--- config.mk ---
export PLATFORM = sky130hd
export DESIGN_NAME = tom_monitor
export DESIGN_NICKNAME = d
export VERILOG_FILES = /design/src/shared/tom_pkg.sv /design/src/hdl/tom_monitor.sv /design/src/hdl/tom_pulse_timer.sv
export VERILOG_INCLUDE_DIRS = /design/src /design/src/shared
export SDC_FILE = /design/constraint.sdc
export NUM_CORES = 1
export LEC_CHECK = 0
export ABC_AREA = 1
export CAP_MARGIN = 20
export CORE_MARGIN = 2
export CORE_UTILIZATION = 45
export DETAILED_ROUTE_END_ITERATION = 8
export DONT_BUFFER_PORTS = 1
export GPL_ROUTABILITY_DRIVEN = 0
export GPL_TIMING_DRIVEN = 0
export PLACE_DENSITY_LB_ADDON = 0.12
export SKIP_CTS_REPAIR_TIMING = 1
export SLEW_MARGIN = 10
export SYNTH_ARGS = -nofsm -noshare
export SYNTH_HDL_FRONTEND = slang
export SYNTH_SLANG_ARGS = --single-unit
export TNS_END_PERCENT = 50
--- constraint.sdc ---
create_clock -name core_clk -period 1.95 [get_ports core_clk]
set_input_delay 0.0975 -clock core_clk [delete_from_list [all_inputs] [get_ports core_clk]]
set_output_delay 0.0975 -clock core_clk [all_outputs]
set_load 0.05 [all_outputs]
--- src/shared/tom_regs.svh ---
// Constants for the tape output word monitor: times, offsets, fields, resets
`ifndef TOM_REGS_SVH
`define TOM_REGS_SVH

// Clock rate in kHz (25 MHz, 40 ns period)
`define TOM_CLK_KHZ        25000

// Pulse times in their own units
`define TOM_STEP_DELAY_US  300
`define TOM_STEP_WIDTH_US  300
`define TOM_EOR_WIDTH_MS   40
`define TOM_EOF_WIDTH_MS   900

// Register offsets (word index on the plain register port)
`define TOM_REG_SELECT     4'h0
`define TOM_REG_DISPLAY    4'h1
`define TOM_REG_SAMPLE     4'h2
`define TOM_REG_STATUS     4'h3
`define TOM_REG_FRAMES     4'h4
`define TOM_REG_LOADS      4'h5

// Field positions
`define TOM_SEL_UNITS_LSB  0
`define TOM_SEL_TENS_LSB   4
`define TOM_ST_BYTE_SEL    0
`define TOM_ST_SECOND_OK   1
`define TOM_ST_STEP_BUSY   2
`define TOM_ST_EOR         3
`define TOM_ST_EOF         4

// Reset values
`define TOM_SELECT_RST     8'h00
`define TOM_DISPLAY_RST    9'h000

// Input synchroniser depth
`define TOM_SYNC_STAGES    2

`endif

--- src/shared/tom_pkg.sv ---
// Types shared by the tape output word monitor modules
`default_nettype none

package tom_pkg;

  // Pulse timer sequence
  typedef enum logic [1:0] {
    TM_IDLE,
    TM_DELAY,
    TM_PULSE
  } tom_timer_state_e;

  // Two decimal digits of a sample number or selector
  typedef struct packed {
    logic [3:0] tens;
    logic [3:0] units;
  } tom_bcd_s;

  // Three octal indicator digits, most significant first
  typedef struct packed {
    logic [2:0] hi;
    logic [2:0] mid;
    logic [2:0] lo;
  } tom_octal_s;

endpackage

`default_nettype wire

--- src/hdl/tom_monitor.sv ---
// Tape output word monitor: step reshaping, word capture, octal display
`timescale 1ns/1ns
`default_nettype none
`include "tom_regs.svh"

module tom_monitor #(
  parameter int unsigned STEP_DELAY_CYC =
    (`TOM_STEP_DELAY_US * `TOM_CLK_KHZ + 999) / 1000,
  parameter int unsigned STEP_WIDTH_CYC =
    (`TOM_STEP_WIDTH_US * `TOM_CLK_KHZ + 999) / 1000,
  parameter int unsigned EOR_CYC = `TOM_EOR_WIDTH_MS * `TOM_CLK_KHZ,
  parameter int unsigned EOF_CYC = `TOM_EOF_WIDTH_MS * `TOM_CLK_KHZ
) (
  input  wire logic          core_clk,
  input  wire logic          reset_n,
  input  wire logic          step_in,
  input  wire logic          data_line_0,
  input  wire logic          data_line_1,
  input  wire logic          data_line_2,
  input  wire logic          data_line_3,
  input  wire logic          frame_end_line,
  input  wire logic          gap_in,
  input  wire logic          eof_in,
  input  wire logic [3:0]    reg_addr,
  input  wire logic [15:0]   reg_wdata,
  input  wire logic          reg_wr,
  input  wire logic          reg_rd,
  output logic [15:0]        reg_rdata,
  output logic               step_out,
  output logic               record_end_marker,
  output logic               record_end_led,
  output logic               eof_out,
  output logic               eof_led,
  output tom_pkg::tom_octal_s display
);

  localparam int unsigned STEP_MAX =
    (STEP_DELAY_CYC > STEP_WIDTH_CYC) ? STEP_DELAY_CYC : STEP_WIDTH_CYC;
  localparam int unsigned STEP_TW = $clog2(STEP_MAX + 1);
  localparam int unsigned EOR_TW  = $clog2(EOR_CYC + 1);
  localparam int unsigned EOF_TW  = $clog2(EOF_CYC + 1);
  localparam int unsigned NSYNC   = 8;
  localparam int unsigned NEDGE   = 4;

  if (STEP_DELAY_CYC < 1 || STEP_WIDTH_CYC < 1 || EOR_CYC < 1 ||
      EOF_CYC < 1) begin
    $error("tom_monitor: pulse counts must be at least one cycle");
  end

  ////////////////////////////////////////////////////////////////////////
  // Decoding helpers

  // One-hot decimal decode; codes above nine decode to nothing
  function automatic logic [9:0] dec_digit(input logic [3:0] d);
    logic [9:0] r;
    r = '0;
    if (d <= 4'h9) begin
      r[d] = 1'b1;
    end
    return r;
  endfunction

  // Both digits of the count must hit the selected decoder lines
  function automatic logic digits_match(input tom_pkg::tom_bcd_s a,
                                        input tom_pkg::tom_bcd_s b);
    logic u;
    logic t;
    u = |(dec_digit(a.units) & dec_digit(b.units));
    t = |(dec_digit(a.tens) & dec_digit(b.tens));
    return u & t;
  endfunction

  ////////////////////////////////////////////////////////////////////////
  // Input synchronisers

  logic [NSYNC-1:0] raw_in;
  logic [NSYNC-1:0] meta_q;
  logic [NSYNC-1:0] sync_q;
  logic [NEDGE-1:0] prev_q;
  logic [NEDGE-1:0] rise;

  assign raw_in = {data_line_3, data_line_2, data_line_1, data_line_0,
                   eof_in, gap_in, frame_end_line, step_in};

  // Strobes come from another box; the first stage feeds only the second
  for (genvar i = 0; i < NSYNC; i++) begin : g_sync
    always_ff @(posedge core_clk or negedge reset_n) begin
      if (!reset_n) begin
        meta_q[i] <= 1'b0;
        sync_q[i] <= 1'b0;
      end else begin
        meta_q[i] <= raw_in[i];
        sync_q[i] <= meta_q[i];
      end
    end
  end

  for (genvar i = 0; i < NEDGE; i++) begin : g_edge
    always_ff @(posedge core_clk or negedge reset_n) begin
      if (!reset_n) begin
        prev_q[i] <= 1'b0;
      end else begin
        prev_q[i] <= sync_q[i];
      end
    end
    assign rise[i] = sync_q[i] & ~prev_q[i];
  end

  logic       step_rise;
  logic       frame_rise;
  logic       gap_rise;
  logic       eof_rise;
  logic [3:0] nibble;

  assign step_rise  = rise[0];
  assign frame_rise = rise[1];
  assign gap_rise   = rise[2];
  assign eof_rise   = rise[3];
  assign nibble     = sync_q[7:4];

  ////////////////////////////////////////////////////////////////////////
  // Pulse timers

  logic step_busy;
  logic step_start;
  logic step_take;
  logic eor_busy;
  logic eof_busy;

  // A strobe arriving inside the previous one is dropped
  assign step_take = step_rise & ~step_busy;

  tom_pulse_timer #(
    .WIDTH  (STEP_TW),
    .DELAY  (STEP_DELAY_CYC),
    .LENGTH (STEP_WIDTH_CYC)
  ) u_step_timer (
    .core_clk    (core_clk),
    .reset_n     (reset_n),
    .trigger     (step_rise),
    .busy        (step_busy),
    .pulse       (step_out),
    .pulse_start (step_start),
    .pulse_end   ()
  );

  // Gap start marks the record end
  tom_pulse_timer #(
    .WIDTH  (EOR_TW),
    .DELAY  (0),
    .LENGTH (EOR_CYC)
  ) u_eor_timer (
    .core_clk    (core_clk),
    .reset_n     (reset_n),
    .trigger     (gap_rise),
    .busy        (eor_busy),
    .pulse       (),
    .pulse_start (),
    .pulse_end   ()
  );

  tom_pulse_timer #(
    .WIDTH  (EOF_TW),
    .DELAY  (0),
    .LENGTH (EOF_CYC)
  ) u_eof_timer (
    .core_clk    (core_clk),
    .reset_n     (reset_n),
    .trigger     (eof_rise),
    .busy        (eof_busy),
    .pulse       (),
    .pulse_start (),
    .pulse_end   ()
  );

  // Indicator and recorder copies, each from its own flop
  always_ff @(posedge core_clk or negedge reset_n) begin
    if (!reset_n) begin
      record_end_marker <= 1'b0;
      record_end_led    <= 1'b0;
      eof_out           <= 1'b0;
      eof_led           <= 1'b0;
    end else begin
      record_end_marker <= eor_busy;
      record_end_led    <= eor_busy;
      eof_out           <= eof_busy;
      eof_led           <= eof_busy;
    end
  end

  ////////////////////////////////////////////////////////////////////////
  // Byte select and holding latches

  logic       byte_sel_q;
  logic       second_ok_q;
  logic       word_done_q;
  logic [3:0] first_q;
  logic [3:0] second_q;

  // Low between steps means the next captured nibble is the first of the word
  always_ff @(posedge core_clk or negedge reset_n) begin
    if (!reset_n) begin
      byte_sel_q <= 1'b0;
    end else if (frame_rise) begin
      byte_sel_q <= 1'b0;
    end else if (step_take) begin
      byte_sel_q <= ~byte_sel_q;
    end
  end

  always_ff @(posedge core_clk or negedge reset_n) begin
    if (!reset_n) begin
      first_q     <= 4'h0;
      second_q    <= 4'h0;
      second_ok_q <= 1'b0;
    end else if (step_start && byte_sel_q) begin
      first_q     <= nibble;
      second_ok_q <= 1'b0;
    end else if (step_start) begin
      second_q    <= nibble;
      second_ok_q <= 1'b1;
    end
  end

  // Set as the second nibble lands, one cycle after its capture strobe
  always_ff @(posedge core_clk or negedge reset_n) begin
    if (!reset_n) begin
      word_done_q <= 1'b0;
    end else begin
      word_done_q <= step_start & ~byte_sel_q;
    end
  end

  ////////////////////////////////////////////////////////////////////////
  // Sample counter, decimal

  tom_pkg::tom_bcd_s sample_q;
  tom_pkg::tom_bcd_s select_q;
  logic              hit;

  assign hit = digits_match(sample_q, select_q);

  // Tens digit runs on to nine although a frame only reaches 22
  always_ff @(posedge core_clk or negedge reset_n) begin
    if (!reset_n) begin
      sample_q <= '0;
    end else if (frame_rise) begin
      sample_q <= '0;
    end else if (word_done_q) begin
      if (sample_q.units == 4'h9) begin
        sample_q.units <= 4'h0;
        sample_q.tens  <= (sample_q.tens == 4'h9) ? 4'h0
                          : sample_q.tens + 4'h1;
      end else begin
        sample_q.units <= sample_q.units + 4'h1;
      end
    end
  end

  ////////////////////////////////////////////////////////////////////////
  // Octal display

  logic [15:0] frames_q;
  logic [15:0] loads_q;

  // Count still shows the word just completed when this fires
  always_ff @(posedge core_clk or negedge reset_n) begin
    if (!reset_n) begin
      display <= `TOM_DISPLAY_RST;
    end else if (word_done_q && second_ok_q && hit) begin
      display.hi  <= {1'b0, first_q[3:2]};
      display.mid <= {first_q[1:0], second_q[3]};
      display.lo  <= second_q[2:0];
    end
  end

  always_ff @(posedge core_clk or negedge reset_n) begin
    if (!reset_n) begin
      loads_q <= 16'h0000;
    end else if (word_done_q && second_ok_q && hit) begin
      loads_q <= loads_q + 16'h0001;
    end
  end

  always_ff @(posedge core_clk or negedge reset_n) begin
    if (!reset_n) begin
      frames_q <= 16'h0000;
    end else if (frame_rise) begin
      frames_q <= frames_q + 16'h0001;
    end
  end

  ////////////////////////////////////////////////////////////////////////
  // Register port

  // Selector stands in for the thumbwheels; any code is held as written
  always_ff @(posedge core_clk or negedge reset_n) begin
    if (!reset_n) begin
      select_q <= `TOM_SELECT_RST;
    end else if (reg_wr && reg_addr == `TOM_REG_SELECT) begin
      select_q <= reg_wdata[7:0];
    end
  end

  logic [15:0] status;

  always_comb begin
    status                   = 16'h0000;
    status[`TOM_ST_BYTE_SEL]  = byte_sel_q;
    status[`TOM_ST_SECOND_OK] = second_ok_q;
    status[`TOM_ST_STEP_BUSY] = step_busy;
    status[`TOM_ST_EOR]       = eor_busy;
    status[`TOM_ST_EOF]       = eof_busy;
  end

  // Read data live for one cycle only; unmapped reads give zero
  always_ff @(posedge core_clk or negedge reset_n) begin
    if (!reset_n) begin
      reg_rdata <= 16'h0000;
    end else if (reg_rd) begin
      unique case (reg_addr)
        `TOM_REG_SELECT:  reg_rdata <= {8'h00, select_q};
        `TOM_REG_DISPLAY: reg_rdata <= {7'h00, display};
        `TOM_REG_SAMPLE:  reg_rdata <= {8'h00, sample_q};
        `TOM_REG_STATUS:  reg_rdata <= status;
        `TOM_REG_FRAMES:  reg_rdata <= frames_q;
        `TOM_REG_LOADS:   reg_rdata <= loads_q;
        default:          reg_rdata <= 16'h0000;
      endcase
    end else begin
      reg_rdata <= 16'h0000;
    end
  end

endmodule

`default_nettype wire

--- src/hdl/tom_pulse_timer.sv ---
// Delayed, fixed-length pulse generator replacing a monostable pair
`timescale 1ns/1ns
`default_nettype none

module tom_pulse_timer #(
  parameter int unsigned WIDTH  = 16,
  parameter int unsigned DELAY  = 1,
  parameter int unsigned LENGTH = 1
) (
  input  wire logic core_clk,
  input  wire logic reset_n,
  input  wire logic trigger,
  output logic      busy,
  output logic      pulse,
  output logic      pulse_start,
  output logic      pulse_end
);

  localparam logic [WIDTH-1:0] DLY_M1 =
    (DELAY == 0) ? '0 : WIDTH'(DELAY - 1);
  localparam logic [WIDTH-1:0] LEN_M1 = WIDTH'(LENGTH - 1);

  if (LENGTH < 1 || LENGTH >= (2 ** WIDTH) || DELAY >= (2 ** WIDTH)) begin
    $error("tom_pulse_timer: counts do not fit WIDTH");
  end

  tom_pkg::tom_timer_state_e state_q;
  logic [WIDTH-1:0]          cnt_q;

  // Non-retriggerable, like the monostables it replaces
  always_ff @(posedge core_clk or negedge reset_n) begin
    if (!reset_n) begin
      state_q     <= tom_pkg::TM_IDLE;
      cnt_q       <= '0;
      pulse       <= 1'b0;
      pulse_start <= 1'b0;
      pulse_end   <= 1'b0;
    end else begin
      pulse_start <= 1'b0;
      pulse_end   <= 1'b0;
      unique case (state_q)
        tom_pkg::TM_IDLE: begin
          if (trigger && DELAY == 0) begin
            state_q     <= tom_pkg::TM_PULSE;
            cnt_q       <= LEN_M1;
            pulse       <= 1'b1;
            pulse_start <= 1'b1;
          end else if (trigger) begin
            state_q <= tom_pkg::TM_DELAY;
            cnt_q   <= DLY_M1;
          end
        end
        tom_pkg::TM_DELAY: begin
          if (cnt_q == '0) begin
            state_q     <= tom_pkg::TM_PULSE;
            cnt_q       <= LEN_M1;
            pulse       <= 1'b1;
            pulse_start <= 1'b1;
          end else begin
            cnt_q <= cnt_q - 1'b1;
          end
        end
        tom_pkg::TM_PULSE: begin
          if (cnt_q == '0) begin
            state_q   <= tom_pkg::TM_IDLE;
            pulse     <= 1'b0;
            pulse_end <= 1'b1;
          end else begin
            cnt_q <= cnt_q - 1'b1;
          end
        end
      endcase
    end
  end

  assign busy = (state_q != tom_pkg::TM_IDLE);

endmodule

`default_nettype wire

==> results of run 1 <==
-- cell families after synthesis --
kind of cell,Yosys count
other cells,1
xor+xnor,46
fa+ha+maj,11
simple gates,681
buf+inv,163
flops,169
compound gates,131
-- area by class of cell --
class	count	area [sq um]
Buffer	18	133
Clock buffer	19	453
Tap cell	270	338
Timing Repair Buffer	21	210
Clock inverter	13	166
Fill cell	1951	9790
Multi-Input combinational cell	870	4240
Inverter	145	549
Sequential cell	169	4230
-- through the flow --
stage,hold slack [ns],power (mW),area (sq um),setup slack (ns)
global route,-0.670,12.3,10300,0.0186
floorplan,-0.198,7.16,9130,0.355
detailed placement,-0.193,7.88,9470,0.0486
finish,-0.643,11.5,10300,0.152
global placement,-0.192,7.83,9470,0.0891
CTS,-0.656,11.5,10100,0.0418
-- metal layers --
layer | GRT usage | wire length, um
met5 | 0 | 0
met4 | 0.0578 | 320
met3 | 0.0463 | 730
met2 | 0.333 | 9920
met1 | 0.289 | 10600
-- how the worst min path moves through the flow --
stage	end	slack, ns	cells after the start
2_1_floorplan	byte_sel_q	-0.20	0
3_3_place_gp	u_eor_timer.cnt_q[12]	-0.19	0
3_5_place_dp	u_eor_timer.cnt_q[12]	-0.19	0
4_1_cts	u_eof_timer.cnt_q[8]	-0.66	0
5_1_grt	u_eor_timer.cnt_q[15]	-0.67	0
6_report	u_eor_timer.cnt_q[15]	-0.64	0
-- power by group through the flow --
stage	clock [mW]	combinational (mW)	sequential, mW
final	3.58	3.06	4.83
after global routing	3.78	3.55	4.94
after CTS	3.64	3.02	4.82
after detailed placement	0	3.01	4.87
after global placement	0	2.95	4.87
after floorplan	0	2.45	4.70
-- worst register-to-register path: cells and delay by family (launching register included) --
kind / cells / cell delay [ns]
AO/OA/AOI/OAI: 2 / 0.21
buffers and inverters: 1 / 0.18
adder cells (fa/ha/maj): 1 / 0.27
XOR/XNOR: 1 / 0.14
AND/OR/NAND/NOR: 3 / 0.49
flip-flops: 1 / 0.40
-- cell usage in the layout (no fill, tap or decap), types with 25 or more instances in the layout --
cell type  count
a21oi_1       26
nand4_1       25
inv_1        133
dfrtp_1      169
xor2_1        39
nand3_1       97
o21ai_0       65
nor2_1       187
nand2_1      311
-- state kept, by name (all words and copies together) (netlist names), 2 cells and up --
signal,flops
u_eof_timer.cnt_q,25
u_eor_timer.cnt_q,20
frames_q,16
loads_q,16
reg_rdata,16
u_step_timer.cnt_q,13
display,8
meta_q,8
sample_q,8
select_q,8
first_q,4
nibble,4
prev_q,4
second_q,4
sync_q,4
u_step_timer.state_q,2
==> run summary, run 1 <==
Status: finished, violations left
Failing checks: hold timing
CP Data Arrival Time: 2.11 ns
Final Setup Violations: 0
First-pass GRT wire length: 35800 um
Number of flops mapped to enable cells by yosys: 0
Vias: 7607
CP Capture Type: flip-flop
Psw: 4.16 mW
Die Span X: 146 um
Most common cell in the netlist: nand2_1
Sw frac: 0.363
Die height: 146 um
Global route overflow: 0
Clock skew: 0.0102 ns
Setup TNS Final: 0 ns
CTS Buf Count: 17
Clock Tree Buf Depth: 2
Top_reg_cell synth: dfrtp_1
Worst-path clk slew: 0.07 ns
Num ports: 62
Post-Synth Simple-Gate Area: 0.321
Fraction of registers with async set/reset: 1.00
RR Startpoint: u_eof_timer.cnt_q[0]
Max Clk Rate: 556 MHz
Max-slew headroom at the worst pin: 0.634
Reg-to-reg slack, setup: 0.15 ns
Cell internal pwr: 7.31 mW
Share of cells above drive strength 1: 0.0837
Main combinational cell family by area after synthesis: simple AND/OR/NAND/NOR gates
Clock root buffer master: clkbuf_16
Hold Crit Class: in -> async
Crit-path leading delay family: simple AND/OR/NAND/NOR gates
Reg2reg path depth: 8
Critical path depth in cells: 8
Row cnt: 52
Inst Count DP: 1472
Final ANT Viol Nets: 0
Leakage power total: 4.97 nW
Combinational fraction of design power: 0.267
WL/cell: 14.1 um
Unrepaired setup endpoints after global routing: false
Yosys reg bits: 169
Tot GR Track Use: 0.209
Synthesis Warnings: 0
Final Critical Period: 1.80 ns
VDD IR max: 631 uV
Worst-skew pair later-pin latency: 0.43 ns
Cell variety after synth: 41
Crit start category: flip-flop
Htree depth: 4
Post-synthesis cell count: 1202
Clock Power Share: 0.312
Max cap viols: 0
Largest stage delay, worst path: 0.40 ns
Initial antenna violation count: 0
Seq pwr share: 0.421
Synth-to-Final Area Change: 13.0%
Final nets: 1285
Reg2reg end: u_eof_timer.cnt_q[16]
Synth Area in Compound Gates: 0.0818
Top cells by area, synth: dfrtp_1 46%, nand2_1 13%, nor2_1 7.8%
Non-filler cells, final: 1525
Final WL: 21500 um
CP dominant cell by count: nand2_1
CP max FO: 6
Largest net degree at the start of global routing: 170
Number of global-route vias before repair: 7216
Hold Fails Final Rpt: 169
Period utilization: 0.922
Die ar.: 21400 sq um
Final slew viol count: 0
Hold WS: -0.643 ns
Syn Area/Cell: 7.60 sq um
IO Port Bufs: 0
Worst slew pin tran: 0.549 ns
Final core occ: 0.513
Initial core utilization: 0.454
Iteration-0 DRC Markers: 493
Residual DRC count: 0
CTS tree: yes
Pwr per Cell Area: 1110 nW/um^2
Crit path cell chain: inv_1 > ha_1 > nand2_1 > nor2_2 > nand2_1 > xor2_1 > o21ai_0 > o21ai_1
Post-synthesis cell area: 9130 sq um
Area leader, netlist: dfrtp_1
Sequential area share after synthesis: 0.463
Placed wire-length estimate: 15600 um
Via/cell ratio: 4.99
First drt pass iteration count: 5
Post-synth top cells: 312 x nand2_1, 190 x nor2_1, 169 x dfrtp_1
Adder-Cell Fraction of Synth Area: 0.0151
Clock sinks: 169
Crit path capture: u_eof_timer.cnt_q[16]
Post-synth top area share: 0.463
Mux contribution to synthesized area: 0
CP required: 2.27 ns
Worst Path Class, Setup: reg -> reg
Crit-path slowest cell: dfrtp_1
Worst Path Buf+Inv: 1
CORE AREA: 20100 sq um
Critical path startpoint: u_eof_timer.cnt_q[0]
Net count after synthesis: 1245
# diodes: 0
Xor and xnor area share after synthesis: 0.0441
(Power assumes the default switching activity.)
==> inputs of run 2 (changes only) <==
CELL_PAD_IN_SITES_DETAIL_PLACEMENT = 0   (was unset)
CELL_PAD_IN_SITES_GLOBAL_PLACEMENT = 1   (was unset)
==> run summary, run 2 (synthesis results as in run 1) <==
RR Startpoint: select_q[4]
Placed wire-length estimate: 16300 um
Worst slew pin tran: 0.544 ns
Final WL: 22600 um
CTS Buf Count: 17
Final Critical Period: 1.87 ns
Num ports: 62
Crit-path leading delay family: buffers and inverters
Worst Path Class, Setup: in -> reg
Hold WS: -0.644 ns
Non-filler cells, final: 1526
Reg2reg end: loads_q[9]
Hold Fails Final Rpt: 169
Residual DRC count: 0
Clock root buffer master: clkbuf_16
Reg2reg path depth: 10
First-pass GRT wire length: 38000 um
CP dominant cell by count: dlygate4sd3_1
Iteration-0 DRC Markers: 494
Top flop regs: u_eof_timer.cnt_q (25), u_eor_timer.cnt_q (20)
Reg-to-reg slack, setup: 0.17 ns
Commonest cells after routing, fill and taps aside: 311 x nand2_1, 187 x nor2_1, 169 x dfrtp_1
VDD IR max: 720 uV
Final Setup Violations: 0
Clock Tree Buf Depth: 2
Final Power: 11.6 mW
Final slew viol count: 0
Row cnt: 52
Max-slew headroom at the worst pin: 0.637
Hold Crit Class: in -> async
Clock sinks: 169
First drt pass iteration count: 5
Worst Path Buf+Inv: 3
Global route overflow: 0
Via/cell ratio: 5.05
Failing checks: hold timing
CORE AREA: 20100 sq um
CTS tree: yes
Crit start category: input port
CP required: 2.31 ns
Tot GR Track Use: 0.221
Htree depth: 4
Number of global-route vias before repair: 7342
Die ar.: 21400 sq um
Final nets: 1285
Setup TNS Final: 0 ns
Max FFs per register: 25
Initial antenna violation count: 1
Largest net degree at the start of global routing: 170
CP max FO: 10
Critical path startpoint: reg_addr[3]
Crit-path slowest cell: dlygate4sd3_1
Leakage power total: 4.97 nW
Filler cell count: 1997
Die Span X: 146 um
Clock skew: 0.00919 ns
WL/cell: 14.8 um
CP Data Arrival Time: 2.23 ns
Initial core utilization: 0.454
Status: finished, violations left
Most flops, register: u_eof_timer.cnt_q
Final ANT Viol Nets: 0
Vias: 7705
Pwr per Cell Area: 1120 nW/um^2
Worst-path clk slew: 0.07 ns
Die height: 146 um
Most common cell after layout, fill and taps aside: nand2_1
Worst-skew pair later-pin latency: 0.43 ns
Max Clk Rate: 535 MHz
Inst Count DP: 1472
Share of cells above drive strength 1: 0.0861
Largest stage delay, worst path: 0.56 ns
Period utilization: 0.958
IO Port Bufs: 0
Unrepaired setup endpoints after global routing: true
CP Capture Type: flip-flop
Synth-to-Final Area Change: 13.2%
Max cap viols: 0
Crit path cell chain: dlygate4sd3_1 > nor2_2 > clkbuf_1 > nand3_1 > a21oi_1 > dlygate4sd3_1
-- run 2: metrics by stage --
| step | hold slack, ns | util | setup slack, ns | instance area (sq um) |
|---|---|---|---|---|
| final | -0.644 | 0.514 | 0.0818 | 10300 |
| after global routing | -0.667 | 0.514 | -0.00193 | 10300 |
| after CTS | -0.661 | 0.503 | 0.0125 | 10100 |
| after detailed placement | -0.192 | 0.471 | 0.0210 | 9470 |
| after global placement | -0.193 | 0.471 | 0.0634 | 9470 |
| after floorplan | -0.198 | - | 0.355 | 9130 |
-- run 2: report_power, final --
group          total (mW)  internal (mW)  switching [mW]
sequential           4.84           4.15           0.682
clock                3.68           2.17            1.50
combinational        3.12           1.07            2.05
-- run 2: cell type report --
class                           count  area (sq um)  area share
Multi-Input combinational cell    870          4240       0.410
Sequential cell                   169          4230       0.409
Inverter                          145           547      0.0529
Clock buffer                       17           425      0.0411
Tap cell                          270           338      0.0327
Clock inverter                     15           211      0.0205
Timing Repair Buffer               21           210      0.0203
Buffer                             18           133      0.0128
Antenna cell                        1          2.50    0.000242
-- run 2: worst max path at each step --
stage	end	slack, ns	cells after the start
2_1_floorplan	u_eof_timer.cnt_q[16]	0.35	8
3_3_place_gp	u_eof_timer.cnt_q[16]	0.06	8
3_5_place_dp	u_eof_timer.cnt_q[16]	0.02	8
4_1_cts	u_eof_timer.cnt_q[16]	0.01	8
5_1_grt	loads_q[13]	-0.002	9
6_report	reg_rdata[12]	0.08	6
-- run 2: metal layers --
metal | GRT usage | routed length, um | vias up
met3 | 0.0428 | 858 | 19
li1 | - | - | 3908
met5 | 0 | 0 | -
met4 | 0.0553 | 263 | 0
met1 | 0.313 | 10900 | 3636
met2 | 0.353 | 10600 | 142
==> inputs of run 3 (changes only) <==
clock period = 2.1 ns   (was 1.95 ns; I/O delays follow)
==> run summary, run 3 (synthesis results as in run 1) <==
WL/cell: 14.8 um
Filler cell count: 1997
Vias: 7673
Max Clk Rate: 535 MHz
Tot GR Track Use: 0.221
Failing checks: hold timing
Finished Cell Area: 10300 sq um
Die height: 146 um
Max cap viols: 0
Clock Tree Buf Depth: 2
Synth-to-Final Area Change: 13.1%
Iteration-0 DRC Markers: 467
Most flops, register: u_eof_timer.cnt_q
Final ANT Viol Nets: 0
Row cnt: 52
Worst slew pin tran: 0.553 ns
CTS tree: yes
Clock root buffer master: clkbuf_16
Status: finished, violations left
Non-filler cells, final: 1527
Final Setup Violations: 0
Via/cell ratio: 5.02
Hold Fails Final Rpt: 169
CORE AREA: 20100 sq um
Number of global-route vias before repair: 7342
VDD IR max: 660 uV
Num ports: 62
Unrepaired setup endpoints after global routing: false
Die Span X: 146 um
Htree depth: 4
Share of cells above drive strength 1: 0.0796
Hold Crit Class: in -> async
CTS Buf Count: 17
CP Data Arrival Time: 2.23 ns
Area post-placement: 9470 sq um
Inst Count DP: 1472
Max FFs per register: 25
Worst Path Class, Setup: in -> reg
Hold WS: -0.637 ns
Final nets: 1286
Top flop regs: u_eof_timer.cnt_q (25), u_eor_timer.cnt_q (20)
Commonest cells after routing, fill and taps aside: 312 x nand2_1, 189 x nor2_1, 169 x dfrtp_1
Crit start category: input port
Final Critical Period: 1.87 ns
Die ar.: 21400 sq um
CP Capture Type: flip-flop
Placed wire-length estimate: 16300 um
Global route overflow: 0
First drt pass iteration count: 5
Setup TNS Final: 0 ns
Final slew viol count: 0
First-pass GRT wire length: 38000 um
Initial core utilization: 0.454
Largest net degree at the start of global routing: 170
Initial antenna violation count: 1
Period utilization: 0.889
Residual DRC count: 0
CP required: 2.46 ns
CP max FO: 10
Most common cell after layout, fill and taps aside: nand2_1
Leakage power total: 4.98 nW
Final WL: 22600 um
Clock skew: 0.00939 ns
Max-slew headroom at the worst pin: 0.631
Clock sinks: 169
Pwr per Cell Area: 1040 nW/um^2
IO Port Bufs: 0
Worst-skew pair later-pin latency: 0.43 ns
Worst-path clk slew: 0.07 ns
[run 3: area by class of cell]
type	count	area, sq um	share of cell area
clock inverter	15	211	0.0205
sequential	169	4230	0.409
timing repair buffer	22	220	0.0213
tap	270	338	0.0327
buffer	18	133	0.0128
multi-input combinational	870	4220	0.409
inverter	145	547	0.0529
antenna	1	2.50	0.000242
clock buffer	17	425	0.0412
[run 3: layer usage]
| metal | wire [um] | global-route usage | vias up |
|---|---|---|---|
| li1 | - | - | 3913 |
| met3 | 811 | 0.0428 | 19 |
| met4 | 245 | 0.0553 | 0 |
| met5 | 0 | 0 | - |
| met2 | 10600 | 0.353 | 126 |
| met1 | 10900 | 0.313 | 3615 |
[run 3: through the flow]
| step | utilization | worst slack (ns) | total power, mW |
|---|---|---|---|
| 5_1_grt | 0.514 | 0.0699 | 11.6 |
| 3_5_place_dp | 0.471 | 0.171 | 7.37 |
| 4_1_cts | 0.503 | 0.162 | 10.8 |
| 2_1_floorplan | - | 0.505 | 6.65 |
| 3_3_place_gp | 0.471 | 0.213 | 7.33 |
| 6_report | 0.514 | 0.233 | 10.8 |
[run 3: path summary, 6_finish.rpt]
kind | start | end | slack, ns | cells after the start
min reg2reg | meta_q[2] | sync_q[2] | 0.35 | 0
max in group asynchronous | reset_n | display[3] | 2.42 | 0
min | reset_n | u_eor_timer.cnt_q[19] | -0.64 | 0
max | reg_addr[3] | reg_rdata[12] | 0.23 | 6
min in group core_clk | reg_addr[2] | reg_rdata[8] | 0.02 | 4
max reg2reg | select_q[5] | loads_q[10] | 0.25 | 10
[run 3: report_power, final]
group	switching, mW	internal, mW	leakage [nW]	total [mW]
Clock	1.40	2.02	0.303	3.42
Sequential	0.633	3.86	2.16	4.49
Combinational	1.89	0.989	2.52	2.87
Total	3.92	6.86	4.98	10.8
[run 3: critical path: stages]
cell	delay, ns
dlygate4sd3_1	0.55
nor2_2	0.37
clkbuf_1	0.36
nand3_1	0.12
a21oi_1	0.16
dlygate4sd3_1	0.56
